### src/jipe_pkg.sv
/*
  Shared constants for the test-port pin enable block: register offsets,
  field positions, reset values and the serial command codes.
  Assumes nothing beyond a SystemVerilog compiler.
*/
package jipe_pkg;
  // register offsets on the plain register port
  localparam logic [3:0] REG_CTRL   = 4'h0;
  localparam logic [3:0] REG_STATUS = 4'h1;
  localparam logic [3:0] REG_IRQ    = 4'h2;
  localparam logic [3:0] REG_MASK   = 4'h3;
  // control register fields
  localparam int CTRL_CPU_EN   = 0;
  localparam int CTRL_PUSHPULL = 1;
  localparam logic [7:0] CTRL_RESET = 8'h00;
  // interrupt event bits
  localparam int EV_ON   = 0;
  localparam int EV_EXT  = 1;
  localparam int EV_ERR  = 2;
  localparam int EV_DONE = 3;
  localparam int EV_W    = 4;
  // serial command codes, shifted in lsb first on the data-in line
  localparam int CMD_W = 4;
  localparam logic [3:0] CMD_ENABLE     = 4'h1;
  localparam logic [3:0] CMD_ENABLE_EXT = 4'h3;
  localparam logic [3:0] CMD_DISABLE    = 4'hF;
  localparam logic [3:0] CMD_BYPASS     = 4'hE;
endpackage

### src/jipe_shift_if.sv
/*
  Bundle between the serial command shifter and the top block.
  Assumes one core clock shared by both ends.
*/
`timescale 1ns/1ps
interface jipe_shift_if;
  logic       sclk_rise;
  logic       sclk_fall;
  logic       mode_sel;
  logic       data_in;
  logic       cmd_valid;
  logic [3:0] cmd_code;
  modport shifter (input sclk_rise, input sclk_fall, input mode_sel,
                   input data_in, output cmd_valid, output cmd_code);
  modport top     (output sclk_rise, output sclk_fall, output mode_sel,
                   output data_in, input cmd_valid, input cmd_code);
endinterface

### src/jipe_shifter.sv
/*
  Serial command shifter: collects data-in bits on test clock rises while
  mode select is low, and offers a command on a test clock rise with mode select high.
  Assumes edge pulses come from synchronised pins in the core domain.
*/
`timescale 1ns/1ps
module jipe_shifter (
  input  wire logic        core_clk,
  input  wire logic        rstn,
  input  wire logic        active,
  jipe_shift_if.shifter    sif
);
  logic [3:0] sh_q;
  logic [2:0] cnt_q;
  logic       vld_q;

  // shift bits in; a frame of exactly four bits makes a command
  always_ff @(posedge core_clk or negedge rstn) begin
    if (!rstn) begin
      sh_q  <= 4'h0;
      cnt_q <= 3'h0;
      vld_q <= 1'b0;
    end else begin
      vld_q <= 1'b0;
      if (!active) begin
        cnt_q <= 3'h0;
      end else if (sif.sclk_rise) begin
        if (sif.mode_sel) begin
          vld_q <= (cnt_q == 3'h4);
          cnt_q <= 3'h0;
        end else begin
          sh_q  <= {sif.data_in, sh_q[3:1]};
          cnt_q <= (cnt_q == 3'h7) ? cnt_q : cnt_q + 3'h1;
        end
      end
    end
  end

  assign sif.cmd_valid = vld_q;
  assign sif.cmd_code  = sh_q;
endmodule

### src/jipe_top.sv
/*
  Test-port pin enable: decides when port C lines carry the programming
  test port, maps the signals and drives the status and error extensions.
  Assumes pins arrive asynchronous to core_clk; flash status from the core.
*/
`timescale 1ns/1ps

// What this block does
// [RULE_01] test-port enable is OR of pin config, logic equation, cpu bit
// [RULE_02] dedicated pin configuration keeps lines in test function always
// [RULE_03] shared mode: one logic input returns lines to programming use
// [RULE_04] board should wire that input to the cable enable output
// [RULE_05] cpu enable bit clears on any reset, dropping that source
// [RULE_06] mode line0, clock line1, data in line5, data out line6
// [RULE_07] status on line3, error on line4 when extensions enabled
// [RULE_08] status and error enabled together by one serial command
// [RULE_09] error output driven low when erase or program fails
// [RULE_10] status output high in read mode, low while busy
// [RULE_11] extensions open-drain by default, push-pull selectable
// [RULE_12] blank part: configuration register bits all zero
// [RULE_13] blank part: basic test lines enabled without configuration
// [RULE_14] disabled test port leaves the four lines as general I/O
// [RULE_15] data out drives only after enabling command received
// [RULE_16] no boundary scan; remain in bypass during chain scans
// [RULE_17] lines 3 and 4 stay general I/O until extensions enabled
module jipe_top (
  input  wire logic       core_clk,
  input  wire logic       rstn,
  input  wire logic       pin_cfg_dedicated,
  input  wire logic       cfg_blank,
  input  wire logic       cable_program_enable,
  input  wire logic       flash_busy,
  input  wire logic       flash_fail,
  input  wire logic [7:0] gpio_out,
  input  wire logic [7:0] gpio_oe,
  input  wire logic [7:0] port_c_in,
  output logic      [7:0] port_c_out,
  output logic      [7:0] port_c_oe,
  output logic      [7:0] gpio_in,
  output logic            test_port_on,
  output logic            in_system_programming,
  input  wire logic [3:0] reg_addr,
  input  wire logic [7:0] reg_wdata,
  input  wire logic       reg_wr,
  input  wire logic       reg_rd,
  output logic      [7:0] reg_rdata,
  output logic            irq
);
  logic [7:0] pin_s1_q, pin_s2_q;
  logic       en_s1_q, en_s2_q;
  logic       sclk_d1_q;
  logic [7:0] ctrl_q;
  logic [3:0] ev_q, mask_q;
  logic       on_q, ext_q, ext_prev_q, on_prev_q, busy_prev_q, err_q;
  logic       on_d;
  jipe_shift_if sif ();

  //////////////////////////////////////////////////////////////////////////
  // pin synchronisers; nothing reads the first stage but the second
  always_ff @(posedge core_clk or negedge rstn) begin
    if (!rstn) begin
      pin_s1_q <= 8'h00;
      pin_s2_q <= 8'h00;
      en_s1_q  <= 1'b0;
      en_s2_q  <= 1'b0;
      sclk_d1_q <= 1'b0;
    end else begin
      pin_s1_q <= port_c_in;
      pin_s2_q <= pin_s1_q;
      en_s1_q  <= cable_program_enable;
      en_s2_q  <= en_s1_q;
      sclk_d1_q <= pin_s2_q[1];
    end
  end

  // [RULE_06] fixed line mapping
  assign sif.mode_sel  = pin_s2_q[0];
  assign sif.data_in   = pin_s2_q[5];
  assign sif.sclk_rise = pin_s2_q[1] & ~sclk_d1_q;
  assign sif.sclk_fall = ~pin_s2_q[1] & sclk_d1_q;

  jipe_shifter u_shift (
    .core_clk (core_clk),
    .rstn     (rstn),
    .active   (on_q),
    .sif      (sif)
  );

  //////////////////////////////////////////////////////////////////////////
  // [RULE_01] enable sources ORed
  // [RULE_02] [RULE_03] [RULE_13] pin, equation, blank part hold it on
  always_comb begin
    on_d = pin_cfg_dedicated | en_s2_q | cfg_blank
         | ctrl_q[jipe_pkg::CTRL_CPU_EN];
  end

  // [RULE_15] [RULE_08] [RULE_16] command decode; bypass leaves state alone
  always_ff @(posedge core_clk or negedge rstn) begin
    if (!rstn) begin
      on_q  <= 1'b0;
      ext_q <= 1'b0;
    end else begin
      on_q <= on_d;
      if (!on_d) begin
        ext_q <= 1'b0;
      end else if (sif.cmd_valid) begin
        unique case (sif.cmd_code)
          jipe_pkg::CMD_ENABLE:     ext_q <= 1'b0;
          jipe_pkg::CMD_ENABLE_EXT: ext_q <= 1'b1;
          jipe_pkg::CMD_DISABLE:    ext_q <= 1'b0;
          default:                  ext_q <= ext_q;
        endcase
      end
    end
  end

  // data-out drive armed by an enabling command; dropped on disable
  logic drv_q;
  always_ff @(posedge core_clk or negedge rstn) begin
    if (!rstn) begin
      drv_q <= 1'b0;
    end else if (!on_d) begin
      drv_q <= 1'b0;
    end else if (sif.cmd_valid) begin
      if (sif.cmd_code == jipe_pkg::CMD_ENABLE ||
          sif.cmd_code == jipe_pkg::CMD_ENABLE_EXT) begin
        drv_q <= 1'b1;
      end else if (sif.cmd_code == jipe_pkg::CMD_DISABLE) begin
        drv_q <= 1'b0;
      end
    end
  end

  // [RULE_09] error latched low until a new busy cycle starts
  always_ff @(posedge core_clk or negedge rstn) begin
    if (!rstn) begin
      err_q       <= 1'b0;
      busy_prev_q <= 1'b0;
    end else begin
      busy_prev_q <= flash_busy;
      if (flash_fail) begin
        err_q <= 1'b1;
      end else if (flash_busy & ~busy_prev_q) begin
        err_q <= 1'b0;
      end
    end
  end

  //////////////////////////////////////////////////////////////////////////
  // pin drive; outputs all registered
  always_ff @(posedge core_clk or negedge rstn) begin
    if (!rstn) begin
      port_c_out <= 8'h00;
      port_c_oe  <= 8'h00;
      gpio_in    <= 8'h00;
      test_port_on <= 1'b0;
      in_system_programming <= 1'b0;
    end else begin
      test_port_on <= on_q;
      in_system_programming <= on_q & drv_q;
      gpio_in    <= pin_s2_q;
      port_c_out <= gpio_out;
      port_c_oe  <= gpio_oe;
      // [RULE_14] off: lines follow general I/O
      if (on_q) begin
        // [RULE_15] mode, clock and data in always input; data out input until command
        port_c_oe[0]  <= 1'b0;
        port_c_oe[1]  <= 1'b0;
        port_c_oe[5]  <= 1'b0;
        port_c_out[0] <= 1'b0;
        port_c_out[1] <= 1'b0;
        port_c_out[5] <= 1'b0;
        // bypass: no scan register, data out echoes data in
        port_c_out[6] <= pin_s2_q[5];
        port_c_oe[6]  <= drv_q;
      end
      // [RULE_17] [RULE_07] extension lines only when enabled
      if (on_q & ext_q) begin
        // [RULE_10] [RULE_11] status high when idle, low busy
        port_c_out[3] <= ~flash_busy;
        port_c_oe[3]  <= ctrl_q[jipe_pkg::CTRL_PUSHPULL] | flash_busy;
        port_c_out[4] <= ~err_q;
        port_c_oe[4]  <= ctrl_q[jipe_pkg::CTRL_PUSHPULL] | err_q;
      end
    end
  end

  //////////////////////////////////////////////////////////////////////////
  // [RULE_05] [RULE_12] control register clears on any reset
  always_ff @(posedge core_clk or negedge rstn) begin
    if (!rstn) begin
      ctrl_q <= jipe_pkg::CTRL_RESET;
      mask_q <= 4'h0;
    end else if (reg_wr) begin
      if (reg_addr == jipe_pkg::REG_CTRL) begin
        ctrl_q <= reg_wdata;
      end
      if (reg_addr == jipe_pkg::REG_MASK) begin
        mask_q <= reg_wdata[3:0];
      end
    end
  end

  // sticky events; a new event wins over the read clear
  logic [3:0] ev_set;
  always_comb begin
    ev_set = 4'h0;
    ev_set[jipe_pkg::EV_ON]   = on_q & ~on_prev_q;
    ev_set[jipe_pkg::EV_EXT]  = ext_q & ~ext_prev_q;
    ev_set[jipe_pkg::EV_ERR]  = flash_fail;
    ev_set[jipe_pkg::EV_DONE] = ~flash_busy & busy_prev_q;
  end

  always_ff @(posedge core_clk or negedge rstn) begin
    if (!rstn) begin
      ev_q       <= 4'h0;
      on_prev_q  <= 1'b0;
      ext_prev_q <= 1'b0;
      irq        <= 1'b0;
    end else begin
      on_prev_q  <= on_q;
      ext_prev_q <= ext_q;
      if (reg_rd && reg_addr == jipe_pkg::REG_IRQ) begin
        ev_q <= ev_set;
      end else begin
        ev_q <= ev_q | ev_set;
      end
      irq <= |(ev_q & mask_q);
    end
  end

  // read data one cycle after the strobe; unmapped reads zero
  always_ff @(posedge core_clk or negedge rstn) begin
    if (!rstn) begin
      reg_rdata <= 8'h00;
    end else if (reg_rd) begin
      unique case (reg_addr)
        jipe_pkg::REG_CTRL:   reg_rdata <= ctrl_q;
        jipe_pkg::REG_STATUS: reg_rdata <= {3'h0, err_q, flash_busy,
                                            drv_q, ext_q, on_q};
        jipe_pkg::REG_IRQ:    reg_rdata <= {4'h0, ev_q};
        jipe_pkg::REG_MASK:   reg_rdata <= {4'h0, mask_q};
        default:              reg_rdata <= 8'h00;
      endcase
    end else begin
      reg_rdata <= 8'h00;
    end
  end

  //////////////////////////////////////////////////////////////////////////
  // checks
  chk_on_follows: assert property (@(posedge core_clk) disable iff (!rstn)
    on_d |=> on_q) else $error("enable not taken"); // [RULE_01]
  chk_cpu_source: assert property (@(posedge core_clk) disable iff (!rstn)
    ctrl_q[0] |=> ##1 test_port_on) else $error("cpu bit ignored"); // [RULE_05]
  chk_lines_gpio: assert property (@(posedge core_clk) disable iff (!rstn)
    !on_q |=> port_c_oe[0] == $past(gpio_oe[0])) else $error("gpio lost"); // [RULE_14]
  chk_tdo_quiet: assert property (@(posedge core_clk) disable iff (!rstn)
    on_q && !drv_q |=> !port_c_oe[6]) else $error("data out early"); // [RULE_15]
  chk_ext_gpio: assert property (@(posedge core_clk) disable iff (!rstn)
    !ext_q |=> port_c_oe[3] == $past(gpio_oe[3])) else $error("ext early"); // [RULE_17]
  chk_stat_busy: assert property (@(posedge core_clk) disable iff (!rstn)
    on_q && ext_q && flash_busy |=> !port_c_out[3] && port_c_oe[3])
    else $error("status not low"); // [RULE_10]
  chk_err_low: assert property (@(posedge core_clk) disable iff (!rstn)
    on_q && ext_q && on_d && flash_fail |=> ##1 !port_c_out[4] && port_c_oe[4])
    else $error("error not low"); // [RULE_09]
  chk_open_drain: assert property (@(posedge core_clk) disable iff (!rstn)
    on_q && ext_q && !ctrl_q[1] && !flash_busy |=> !port_c_oe[3])
    else $error("status drives high"); // [RULE_11]
  chk_ext_cmd: assert property (@(posedge core_clk) disable iff (!rstn)
    on_d && sif.cmd_valid && sif.cmd_code == jipe_pkg::CMD_ENABLE_EXT
    |=> ext_q && drv_q) else $error("ext command lost"); // [RULE_08]
  cov_on: cover property (@(posedge core_clk) $rose(test_port_on));
  cov_ext: cover property (@(posedge core_clk) $rose(ext_q));
  cov_fail: cover property (@(posedge core_clk) ext_q && flash_fail);
endmodule

### config.mk
export PLATFORM = sky130hd
export DESIGN_NAME = jipe_top
export DESIGN_NICKNAME = d
export VERILOG_FILES = /design/src/jipe_pkg.sv /design/src/jipe_shift_if.sv /design/src/jipe_shifter.sv /design/src/jipe_top.sv
export SDC_FILE = /design/constraint.sdc
export NUM_CORES = 1
export LEC_CHECK = 0
export BUFFER_PORTS_ARGS = -buffer_cell sky130_fd_sc_hd__buf_2
export CORE_MARGIN = 4
export CORE_UTILIZATION = 55
export CTS_CLUSTER_DIAMETER = 100
export DETAILED_ROUTE_END_ITERATION = 10
export PLACE_DENSITY = 0.81
export SLEW_MARGIN = 10
export SYNTH_ARGS = -nofsm -noshare
export SYNTH_HDL_FRONTEND = slang
export SYNTH_SLANG_ARGS = --single-unit
### constraint.sdc
create_clock -name core_clk -period 2.9 [get_ports core_clk]
set_input_delay 0.29 -clock core_clk [delete_from_list [all_inputs] [get_ports core_clk]]
set_output_delay 0.29 -clock core_clk [all_outputs]
set_load 0.01 [all_outputs]
## Word level (Yosys, flattened, before mapping)

Index checks and enable logic that the tools add are counted.

| storage, ports and cells | value |
|---|---|
| register bits after elaboration | 84 |
| logic and storage cells | 96 |

| cells by class | value |
|---|---|
| $add $sub $neg | 1 |
| equality and inequality tests | 13 |
| muxes and demuxes | 25 |
| bitwise operators | 21 |
| reductions and logical operators | 12 |

Operators with widths:

| kind | count |
|---|---|
| $pmux W8 S4 | 1 |
| $eq A4 B2 Y1 const B | 3 |
| $mux W2 | 6 |
| $mux W3 | 4 |
| $mux W1 | 11 |
| $reduce_and A2 Y1 | 5 |
| $eq A4 B1 Y1 const B | 2 |
| $mux W8 | 1 |
| $and A1 B1 Y1 | 7 |
| $not A1 Y1 | 7 |
| $eq A3 B3 Y1 const B | 2 |
| $or A1 B1 Y1 | 5 |
| $and A4 B4 Y4 | 1 |
| $eq A4 B4 Y1 const B | 1 |
| $logic_not A4 Y1 | 1 |
| $mux W4 | 1 |
| $ne A2 B1 Y1 const B | 2 |
| $or A4 B4 Y4 | 1 |
| $reduce_or A4 Y1 | 1 |
| $add A3 B1 Y3 const B | 1 |
| $ne A3 B1 Y1 const B | 1 |
| $ne A3 B2 Y1 const B | 1 |
| $ne A3 B3 Y1 const B | 1 |
| $reduce_and A3 Y1 | 1 |
| other kinds (5) | 5 |

## Longest topological paths before layout

Gate-level depths: netlist (run 1).

| logic depth | value |
|---|---|
| word-level depth | 5 |
| depth in mapped cells | 5 |
| mapped depth without buffers | 5 |

## By module

From an unflattened synthesis (run 1), not the netlist that was laid out.

| second synthesis, totals | value |
|---|---|
| cell total of the unflattened synthesis | 202 |
| area total of the unflattened synthesis | 2989.1 µm² |

Modules (own cells, without submodules):

| module | times used | cells each | area an instance (µm²) | sequential area each (µm²) |
|---|---|---|---|---|
| jipe_top | 1 | 166 | 2566.2 | 1876.8 |
| jipe_shifter | 1 | 36 | 422.9 | 200.2 |

## Worst setup path before layout (run 1)

Ideal clock, no wire load.

| path | value |
|---|---|
| kind | flip-flop to flip-flop |
| from | register u_shift.cnt_q[0] |
| to | register u_shift.cnt_q[0] |
| arrival | 1276 ps |
| slack | 1542 ps |
| cell stages (with the launch flop) | 5 |
| path buffers | 0 |
| period minus slack after synthesis | 1358 ps |
| cells stage by stage | dfrtp_1 -> ha_1 -> ha_1 -> or3_1 -> o22ai_1 |

| on the way | value |
|---|---|
| longest elaborated chain between the ends | 5 |
| elaborated cells on any way between the ends | 8 |

Ends and longest elaborated chain:

| item | line | RTL |
|---|---|---|
| start: declaration | jipe_shifter.sv:14 | `logic [2:0] cnt_q;` |
| start signal: assignment | jipe_shifter.sv:33 | `cnt_q <= (cnt_q == 3'h7) ? cnt_q : cnt_q + 3'h1;` |
| $add A3 B1 Y3 | jipe_shifter.sv:33 |  |
| $mux W3 | jipe_shifter.sv:33 |  |
| $mux W3 | jipe_shifter.sv:28 | `if (sif.mode_sel) begin` |
| $mux W3 | jipe_shifter.sv:27 | `end else if (sif.sclk_rise) begin` |
| $mux W3 | jipe_shifter.sv:25 | `if (!active) begin` |

Parallel ways exist; a longest one is shown, timed or not. The select of a mux whose other input is x is not followed.
A chain may end at the register's enable or synchronous reset.

## Worst setup path after layout (run 1)

Ends and elaborated chain as after synthesis.

==> run_results.csv, run 1 <==
group,metric,value,unit
timing,finalSetupViolCount,0,
floorplan,rows,26,
critical_path,worstSetupPathType,"register to register",
floorplan,start_util,0.570,
cts,cts-htree-levels,3,
logic_synthesis,yosys-top-cells-area,"dfrtp_1 71%, mux2_2 6.9%, mux2i_1 3.4%, nand2_1 1.7%, ha_1 1.3%",
cts,hold_buffers,0,
logic_synthesis,synth_top_area_frac,0.708,
drt,route.detailed.drc,0,
logic_synthesis,synthSimpleGateAreaFrac,0.109,
grt,grt_max_degree,84,
finish,final-seq-area,0.00208,sq mm
critical_path,startpoint_type,"register",
cts,clkLatencyLatePin,340,ps
logic_synthesis,ys_warn_count,0,
logic_synthesis,synth_cell_types,37,
finish,multi_input_area,802,sq um
logic_synthesis,synth_ff_type,"dfrtp_1",
job,cap_violations,0,
logic_synthesis,yosys.area_share.adder,0.0128,
hold_path,hold_path.class,"primary input to register",
floorplan,coreArea,0.00514,sq mm
timing,tightest_slew,980,ps
logic_synthesis,synth-edff-count,0,
power,power_density,660,mW/mm^2
finish,drive_gt1_frac,0.414,
logic_synthesis,synthArstFlopShare,1.00,
run_status,status,"completed",
critical_path,r2r_slack,1430,ps
power,p_leak,1.82,nW
cts,cts_buffers,9,
grt,antenna_found_initial,0,
critical_path,crit_required,3160,ps
logic_synthesis,ys_seq_elements,83,
logic_synthesis,synthTopCellsByCount,"83 x dfrtp_1, 18 x mux2_2, 13 x nand2_1",
place,placed_area,0.00340,sq mm
timing,fin_crit,1470,ps
critical_path,end_kind,"register",
critical_path,crit_arrival,1730,ps
drt,ant_nets,0,
drt,drt-initial-drc-count,63,
timing,rsz0062_at_grt,"no",
critical_path,rr_worst_depth,4,
grt,track_usage,0.187,
timing,post-route-period-util,0.508,
drt,drtPass1Iterations,4,
finish,diodes,0,
power,ir_drop,0.445,mV
drt,vias,1822,
floorplan,dieWidth,81.0,um
logic_synthesis,syn_area,0.00293,sq mm
floorplan,pin_count,80,
timing,fin_tns_setup,0,ps
logic_synthesis,synth_xor_xnor_area_share,0,
cts,cts_resized,0,
cts,cts_tree,"built",
cts,cts_sinks,83,
logic_synthesis,synth_largest_area_cell,"dfrtp_1",
cts,cts.reportedPaths.clkPinSlew,80,ps
logic_synthesis,synth_compound_area_frac,0.0487,
drt,routed_via_density,5.06,
timing,skew,5.84,ps
floorplan,die_area,0.00656,sq mm
drt,wirelength,5490,um
logic_synthesis,yosysMostFrequentCell,"dfrtp_1",
finish,finish.instance_area,0.00359,sq mm
timing,fmax,0.679,GHz
timing,drv_slew,0,
logic_synthesis,synth.net_count,246,
logic_synthesis,synth_top_family_by_area,"simple AND/OR/NAND/NOR gates",
drt,wl_per_cell,15.2,um
grt,grt_pass1_wl,8940,um
cts,cts-root-buf,"clkbuf_8",
timing,finalHoldViolations,0,
floorplan,die_h,81.0,um
logic_synthesis,synth_cells,198,
logic_synthesis,synth_area_per_cell,14.8,sq um
logic_synthesis,ys_seq_area_frac,0.708,
place,numPortBuffers,79,
finish,fill_cells,387,
grt,grt_pass1_vias,1933,
hold_path,hold_depth,1,
grt,overflow,0,
timing,max_slew_margin,0.347,
finish,syn_to_final_growth,22.6,%
place,dp_hpwl,3840,um
finish,finalNetCount,333,
cts,postCtsSetupBuffers,0,
place,place.gp.congestion,0.757,
critical_path,path_max_fanout,4,
cts,cts.path.max_buffers,2,
logic_synthesis,synthMuxAreaShare,0.103,
## area by class of cell
cell class,count,share of cell area
inverters,8,0.00835
repair buffers,80,0.113
flip-flops and latches,83,0.578
multi-input cells,103,0.223
clock inverters,6,0.0181
clock buffers,10,0.0355
well taps,70,0.0244
## final timing paths
check,startpoint,to
min reg2reg,pin_s1_q[5],pin_s2_q[5]
max,u_shift.cnt_q[0],u_shift.cnt_q[0]
min,port_c_in[1],pin_s1_q[1]
min in group asynchronous,rstn,pin_s1_q[1]
max in group asynchronous,rstn,port_c_out[3]
max reg2reg,u_shift.cnt_q[0],u_shift.cnt_q[0]
## layout by cell type, fill, tap and decap left out, types with 2 or more instances in the layout
cell,count
dfrtp_1,83
buf_2,78
mux2_2,18
nand2_1,13
mux2i_1,10
clkbuf_8,9
inv_1,8
nor2b_1,6
o21ai_0,6
o22ai_1,6
and3_1,5
nor2_1,4
and2_1,4
a22o_1,3
ha_1,3
a22oi_1,2
nand4_1,2
a21oi_1,2
clkinv_2,2
buf_4,2
## registers in the layout, indices dropped and copies added, names as in the netlist, 3 cells and up
register / cells
ctrl_q: 8
ev_q: 4
gpio_in: 8
mask_q: 4
pin_s1_q: 8
pin_s2_q: 8
port_c_oe: 8
port_c_out: 8
reg_rdata: 8
u_shift.cnt_q: 3
u_shift.sif.cmd_code: 4
## through the flow
| step | total power, W | hold slack (ps) | utilization | setup WS (ps) | std cells |
|---|---|---|---|---|---|
| after floorplan | 0.00148 | -5.59 | - | 1540 | 198 |
| after global placement | 0.00158 | 331 | 0.662 | 1510 | 344 |
| after detailed placement | 0.00160 | 335 | 0.662 | 1450 | 344 |
| after CTS | 0.00240 | 30.4 | 0.699 | 1430 | 360 |
| after global routing | 0.00249 | 23.1 | 0.699 | 1350 | 360 |
| final | 0.00237 | 44.7 | 0.699 | 1430 | 360 |
## worst max-delay path, cell delays in order (launching register included)
cell and delay [ps]:
dfrtp_1 400, ha_1 210, ha_1 220, or3_1 380, o22ai_1 180
## cell families after synthesis
| group | after synthesis |
|---|---|
| muxes | 28 |
| buffers and inverters | 12 |
| DFF | 83 |
| AOI/OAI and AO/OA | 22 |
| adders and majority gates | 3 |
| and+or+nand+nor | 50 |
## where the power goes
part	internal, W	switching (W)	total [W]
Combinational	0.000127	0.000109	0.000236
Sequential	0.00126	0.0000763	0.00134
Clock	0.000399	0.000395	0.000795
## per-layer routing
layer | track usage | wire, um | up-vias
li1 | - | - | 862
met1 | 0.235 | 2300 | 895
met2 | 0.297 | 2700 | 55
met3 | 0.0432 | 376 | 10
met4 | 0.110 | 111 | 0
met5 | 0 | 0 | -
Note: power is estimated with default switching activity, not from simulation.
==> run 2: changes to the inputs <==
Settings changed: ABC_AREA set to 1, CORE_UTILIZATION 55 to 52, PLACE_DENSITY 0.81 to 0.77.
Clock period 2.9 ns to 1.5 ns, I/O delays scaled along.
==> run 2 against run 1 <==
Against the previous run: sequential share of layout area fell by 5.0 points; flip-flop and latch count stayed put; largest power group unchanged; first-iteration DRC count rose to 3.6 times the previous value; area after synthesis increased by 4.8%; highest routed layer unchanged; via count grew 27%; maximum frequency rose by 16%.
==> run_results.csv, run 2 <==
group,metric,value,unit
timing,fmax,0.788,GHz
logic_synthesis,synth_compound_area_frac,0.0509,
place,placed_area,0.00354,sq mm
grt,grt_pass1_wl,10900,um
critical_path,crit_chain,"ha_1 > ha_1 > inv_1 > o21ai_0 > nand2_1 > o21ai_0",
finish,drive_gt1_frac,0.280,
hold_path,hold_path.class,"primary input to register",
cts,cts_sinks,83,
power,p_sw_frac,0.264,
drt,drtPass1Iterations,5,
floorplan,start_util,0.548,
drt,vias,2323,
cts,cts_buffers,9,
drt,routed_via_density,4.92,
finish,finalNetCount,443,
critical_path,r2r-start,"u_shift.cnt_q[0]",
timing,tightest_slew,423,ps
drt,ant_nets,0,
logic_synthesis,synth_largest_area_cell,"dfrtp_1",
logic_synthesis,synthTopCellsByCount,"83 x dfrtp_1, 62 x nand2_1, 35 x inv_1",
critical_path,path_max_fanout,2,
logic_synthesis,synth_top_area_frac,0.676,
drt,wirelength,6330,um
place,place.gp.congestion,0.810,
power,p_switching,0.00119,W
grt,antenna_found_initial,0,
floorplan,coreArea,0.00561,sq mm
floorplan,dieWidth,84.9,um
finish,final_cell_mix,"83 x dfrtp_1, 78 x buf_2, 62 x nand2_1",
logic_synthesis,synth_ff_type,"dfrtp_1",
cts,cts_tree,"built",
grt,grt_pass1_vias,2301,
power,pwr-share-clk,0.321,
timing,drv_slew,0,
cts,cts-htree-levels,3,
logic_synthesis,syn_area,0.00307,sq mm
finish,final_common_cell,"dfrtp_1",
logic_synthesis,synth_cells,285,
logic_synthesis,synth.net_count,333,
critical_path,startpoint_type,"register",
critical_path,end_kind,"register",
floorplan,pin_count,80,
finish,final_cells,472,
logic_synthesis,synth_cell_types,23,
logic_synthesis,synth-edff-count,0,
timing,post-route-period-util,0.846,
power,p_int,0.00330,W
logic_synthesis,synth_area_per_cell,10.8,sq um
grt,track_usage,0.193,
run_status,status,"completed",
power,p_leak,2.13,nW
logic_synthesis,synthArstFlopShare,1.00,
power,pwr-share-comb,0.116,
power,ir_drop,0.723,mV
logic_synthesis,yosys.area_share.adder,0.0122,
floorplan,rows,27,
place,dp_hpwl,4400,um
drt,drt-initial-drc-count,224,
timing,skew,7.25,ps
critical_path,r2r_slack,230,ps
critical_path,cp_slowest_stage_delay,360,ps
grt,overflow,0,
critical_path,crit_required,1770,ps
logic_synthesis,ys_seq_elements,83,
finish,finish.instance_area,0.00394,sq mm
critical_path,startpoint,"u_shift.cnt_q[0]",
job,cap_violations,0,
power,finalPower,0.00449,W
grt,grt_max_degree,33,
cts,postCtsSetupBuffers,0,
logic_synthesis,ys_warn_count,0,
finish,fill_cells,424,
logic_synthesis,ys_seq_area_frac,0.676,
critical_path,rr_worst_depth,6,
timing,max_slew_margin,0.718,
logic_synthesis,synth_xor_xnor_area_share,0,
critical_path,crit_arrival,1530,ps
drt,wl_per_cell,13.4,um
timing,fin_tns_setup,0,ps
cts,cts.reportedPaths.clkPinSlew,80,ps
timing,finalHoldViolations,0,
cts,cts.path.max_buffers,2,
logic_synthesis,synthMuxAreaShare,0,
timing,fin_crit,1270,ps
hold_path,hp-start,"flash_fail",
finish,syn_to_final_growth,28.2,%
floorplan,die_area,0.00720,sq mm
timing,finalSetupViolCount,0,
cts,clkLatencyLatePin,340,ps
logic_synthesis,synthSimpleGateAreaFrac,0.193,
logic_synthesis,synth_top_family_by_area,"simple AND/OR/NAND/NOR gates",
timing,rsz0062_at_grt,"no",
place,numPortBuffers,79,
power,power_density,1140,mW/mm^2
place,place_inst,434,
logic_synthesis,yosys-top-cells-area,"dfrtp_1 68%, nand2_1 7.6%, inv_1 4.3%, o21ai_0 3.6%, nor2_1 3.4%",
floorplan,die_h,84.9,um
logic_synthesis,yosysMostFrequentCell,"dfrtp_1",
critical_path,worstSetupPathType,"register to register",
critical_path,crit_slowest_cell,"dfrtp_1",
cts,cts-root-buf,"clkbuf_8",
finish,diodes,0,
power,seqPwrFrac,0.563,
drt,route.detailed.drc,0,
hold_path,hold_depth,3,
==> run 2: final timing paths <==
kind	end
worst max-delay path	u_shift.cnt_q[1]
worst min-delay path	err_q
worst max register to register	u_shift.cnt_q[1]
worst min register to register	gpio_in[7]
max in group asynchronous	mask_q[1]
min in group asynchronous	port_c_out[2]
==> run 2: power groups by stage <==
stage	sequential (W)	clock [W]	combinational [W]
floorplan	0.00257	0	0.000251
global placement	0.00257	0	0.000458
detailed placement	0.00257	0	0.000478
CTS	0.00253	0.00148	0.000525
global route	0.00255	0.00161	0.000597
finish	0.00253	0.00144	0.000519
==> run 2: cell families after synthesis <==
kind of cell / Yosys count
flops: 83
buf+inv: 43
simple gates: 128
fa+ha+maj: 3
compound gates: 28
==> run 2: cell type report <==
class / instances / area (sq um) / area share
timing repair buffer: 106 / 668 / 0.170
clock inverter: 5 / 36.3 / 0.00921
sequential: 83 / 2080 / 0.527
inverter: 36 / 140 / 0.0356
multi-input combinational: 159 / 786 / 0.199
clock buffer: 11 / 141 / 0.0359
tap: 72 / 90.1 / 0.0229
==> run 2: timing repair <==
item                      4_1_cts  5_1_grt
resized for setup               0        0
hold buffers                   21        1
hold endpoints to repair       49        1
==> run 2: layer usage <==
| metal | global-route usage | wire length, um |
|---|---|---|
| met3 | 0.0485 | 441 |
| met1 | 0.244 | 2570 |
| met2 | 0.315 | 3110 |
| met4 | 0.0921 | 206 |
| met5 | 0 | 0 |
==> run 2: per-stage QoR <==
step	utilization	hold slack, ps	worst slack, ps
6_report	0.702	12.0	232
3_5_place_dp	0.631	118	224
2_1_floorplan	-	-146	387
4_1_cts	0.701	4.92	211
3_3_place_gp	0.631	111	350
5_1_grt	0.702	2.96	34.0
==> run 2: critical path, delay by kind of cell, from the launching register on <==
family / cells / cell delay, ps
AO/OA/AOI/OAI: 2 / 360
adder cells (fa/ha/maj): 2 / 340
buffers and inverters: 1 / 40
flip-flops: 1 / 360
AND/OR/NAND/NOR: 1 / 100
==> run 3: changes to the inputs <==
Clock period 1.5 ns to 1.3 ns, I/O delays scaled along.
==> run 3 against run 2 <==
Against the previous run: maximum frequency up 1.6%; flip-flop and latch count unchanged; worst setup slack got worse by 180 ps; non-clock buffer count is 5 higher; via count up 0.95%; sequential share of layout area down 0.91 points; routed wire length is 3.6% higher; hold slack got worse by 0.92 ps; total power grew 15%.
==> run_results.csv, run 3 (same netlist as run 2, synthesis figures left out) <==
group,metric,value,unit
place,dp_hpwl,4420,um
drt,vias,2345,
hold_path,hold_path.class,"primary input to register",
cts,cts.reportedPaths.clkPinSlew,80,ps
floorplan,dieWidth,84.9,um
finish,syn_to_final_growth,30.5,%
power,p_leak,2.15,nW
finish,finalNetCount,448,
timing,tightest_slew,349,ps
cts,postCtsSetupBuffers,0,
critical_path,crit_buf_inv,0,
grt,antenna_found_initial,0,
cts,cts_buffers,9,
timing,max_slew_margin,0.767,
timing,fmax,0.801,GHz
floorplan,die_h,84.9,um
finish,diodes,0,
floorplan,die_area,0.00720,sq mm
critical_path,path_max_fanout,9,
drt,drt-initial-drc-count,200,
drt,ant_nets,0,
drt,wl_per_cell,13.8,um
critical_path,crit_slowest_cell,"dfrtp_1",
timing,finalHoldViolations,0,
job,cap_violations,0,
cts,cts_sinks,83,
hold_path,hold_end,"port_c_out[6]",
hold_path,hold_depth,3,
critical_path,cp_top_family,"simple AND/OR/NAND/NOR gates",
timing,skew,9.52,ps
critical_path,cp_slowest_stage_delay,380,ps
finish,drive_gt1_frac,0.281,
timing,drv_slew,0,
critical_path,startpoint,"gpio_in[1]",
grt,grt_max_degree,44,
place,place_inst,434,
finish,final_cells,477,
floorplan,pin_count,80,
critical_path,r2r_slack,50,ps
grt,grt_pass1_vias,2380,
floorplan,start_util,0.548,
grt,grt_pass1_wl,10900,um
finish,final_cell_mix,"83 x dfrtp_1, 78 x buf_2, 62 x nand2_1",
cts,cts_tree,"built",
drt,route.detailed.drc,0,
place,placed_area,0.00355,sq mm
critical_path,crit_chain,"nor2_1 > nand3b_4 > nor2_2 > nand2_1 > o21ai_1",
power,ir_drop,0.837,mV
critical_path,startpoint_type,"register",
grt,overflow,0,
drt,routed_via_density,4.92,
timing,post-route-period-util,0.960,
critical_path,end_kind,"register",
floorplan,rows,27,
drt,drtPass1Iterations,6,
cts,cts-root-buf,"clkbuf_8",
finish,final_common_cell,"dfrtp_1",
cts,cts.path.max_buffers,2,
timing,fin_crit,1250,ps
critical_path,crit_required,1580,ps
critical_path,reg2reg_to,"u_shift.cnt_q[1]",
place,place.gp.congestion,0.806,
power,finalPower,0.00514,W
critical_path,crit_arrival,1530,ps
hold_path,hp-start,"gpio_out[6]",
finish,finish.instance_area,0.00401,sq mm
grt,track_usage,0.197,
floorplan,coreArea,0.00561,sq mm
critical_path,worstSetupPathType,"register to register",
critical_path,rr_worst_depth,5,
drt,wirelength,6560,um
run_status,status,"completed",
power,power_density,1280,mW/mm^2
timing,finalSetupViolCount,0,
cts,cts-htree-levels,3,
critical_path,r2r-start,"gpio_in[1]",
cts,clkLatencyLatePin,350,ps
place,numPortBuffers,79,
## run 3: cell count changes in the layout (fill, tap and decap cells not counted), sizes merged
| cell | before | now |
|---|---|---|
| clkbuf | 11 | 10 |
| dlygate4sd3 | 22 | 27 |
| clkinv | 3 | 4 |
| inv | 38 | 36 |
| clkinvlp | 0 | 2 |
## run 3: worst reg2reg max path, cell delays in order, from the launching register on
cell	delay [ps]
dfrtp_1	380
nor2_1	300
nand3b_4	190
nor2_2	170
nand2_1	70
o21ai_1	80
## run 3: worst max path at each step
| stage | to | slack (ps) | depth (start not counted) |
|---|---|---|---|
| after floorplan | u_shift.cnt_q[0] | 190 | 6 |
| after global placement | u_shift.cnt_q[1] | 150 | 6 |
| after detailed placement | u_shift.cnt_q[1] | 30 | 6 |
| after CTS | u_shift.cnt_q[1] | 10 | 5 |
| after global routing | u_shift.cnt_q[1] | -50 | 6 |
| final | u_shift.cnt_q[1] | 50 | 5 |
## run 3: routing by layer
metal	up-vias	global-route usage	routed length [um]
met3	17	0.0544	440
met1	1110	0.220	2570
met4	0	0.0993	179
li1	1134	-	-
met2	84	0.343	3370
met5	-	0	0
## run 3: report_power, final
group / switching [W] / internal, W / total [W]
combinational: 0.000345 / 0.000280 / 0.000625
clock: 0.000906 / 0.000693 / 0.00160
sequential: 0.000131 / 0.00279 / 0.00292
## run 3: cell type report
class	count	area [sq um]
Sequential cell	83	2080
Fill cell	399	1600
Multi-Input combinational cell	159	800
Timing Repair Buffer	111	731
Inverter	36	140
Clock buffer	10	128
Tap cell	72	90.1
Clock inverter	6	42.5
## run 3: through the flow
stage / util / hold slack, ps / setup WS, ps / TNS [ps]
floorplan: - / -166 / 187 / 0
global placement: 0.634 / -26.1 / 152 / 0
detailed placement: 0.634 / -23.6 / 26.5 / 0
CTS: 0.712 / 2.41 / 14.3 / 0
global route: 0.715 / 5.70 / -52.4 / -118
finish: 0.715 / 11.1 / 52.3 / 0
## run 3: repair_timing
item	4_1_cts	5_1_grt
setup endpoints to repair	1	3
cloned	0	0
endpoints found under the hold margin	110	0
hold buffers	27	0
gates resized for setup	1	5
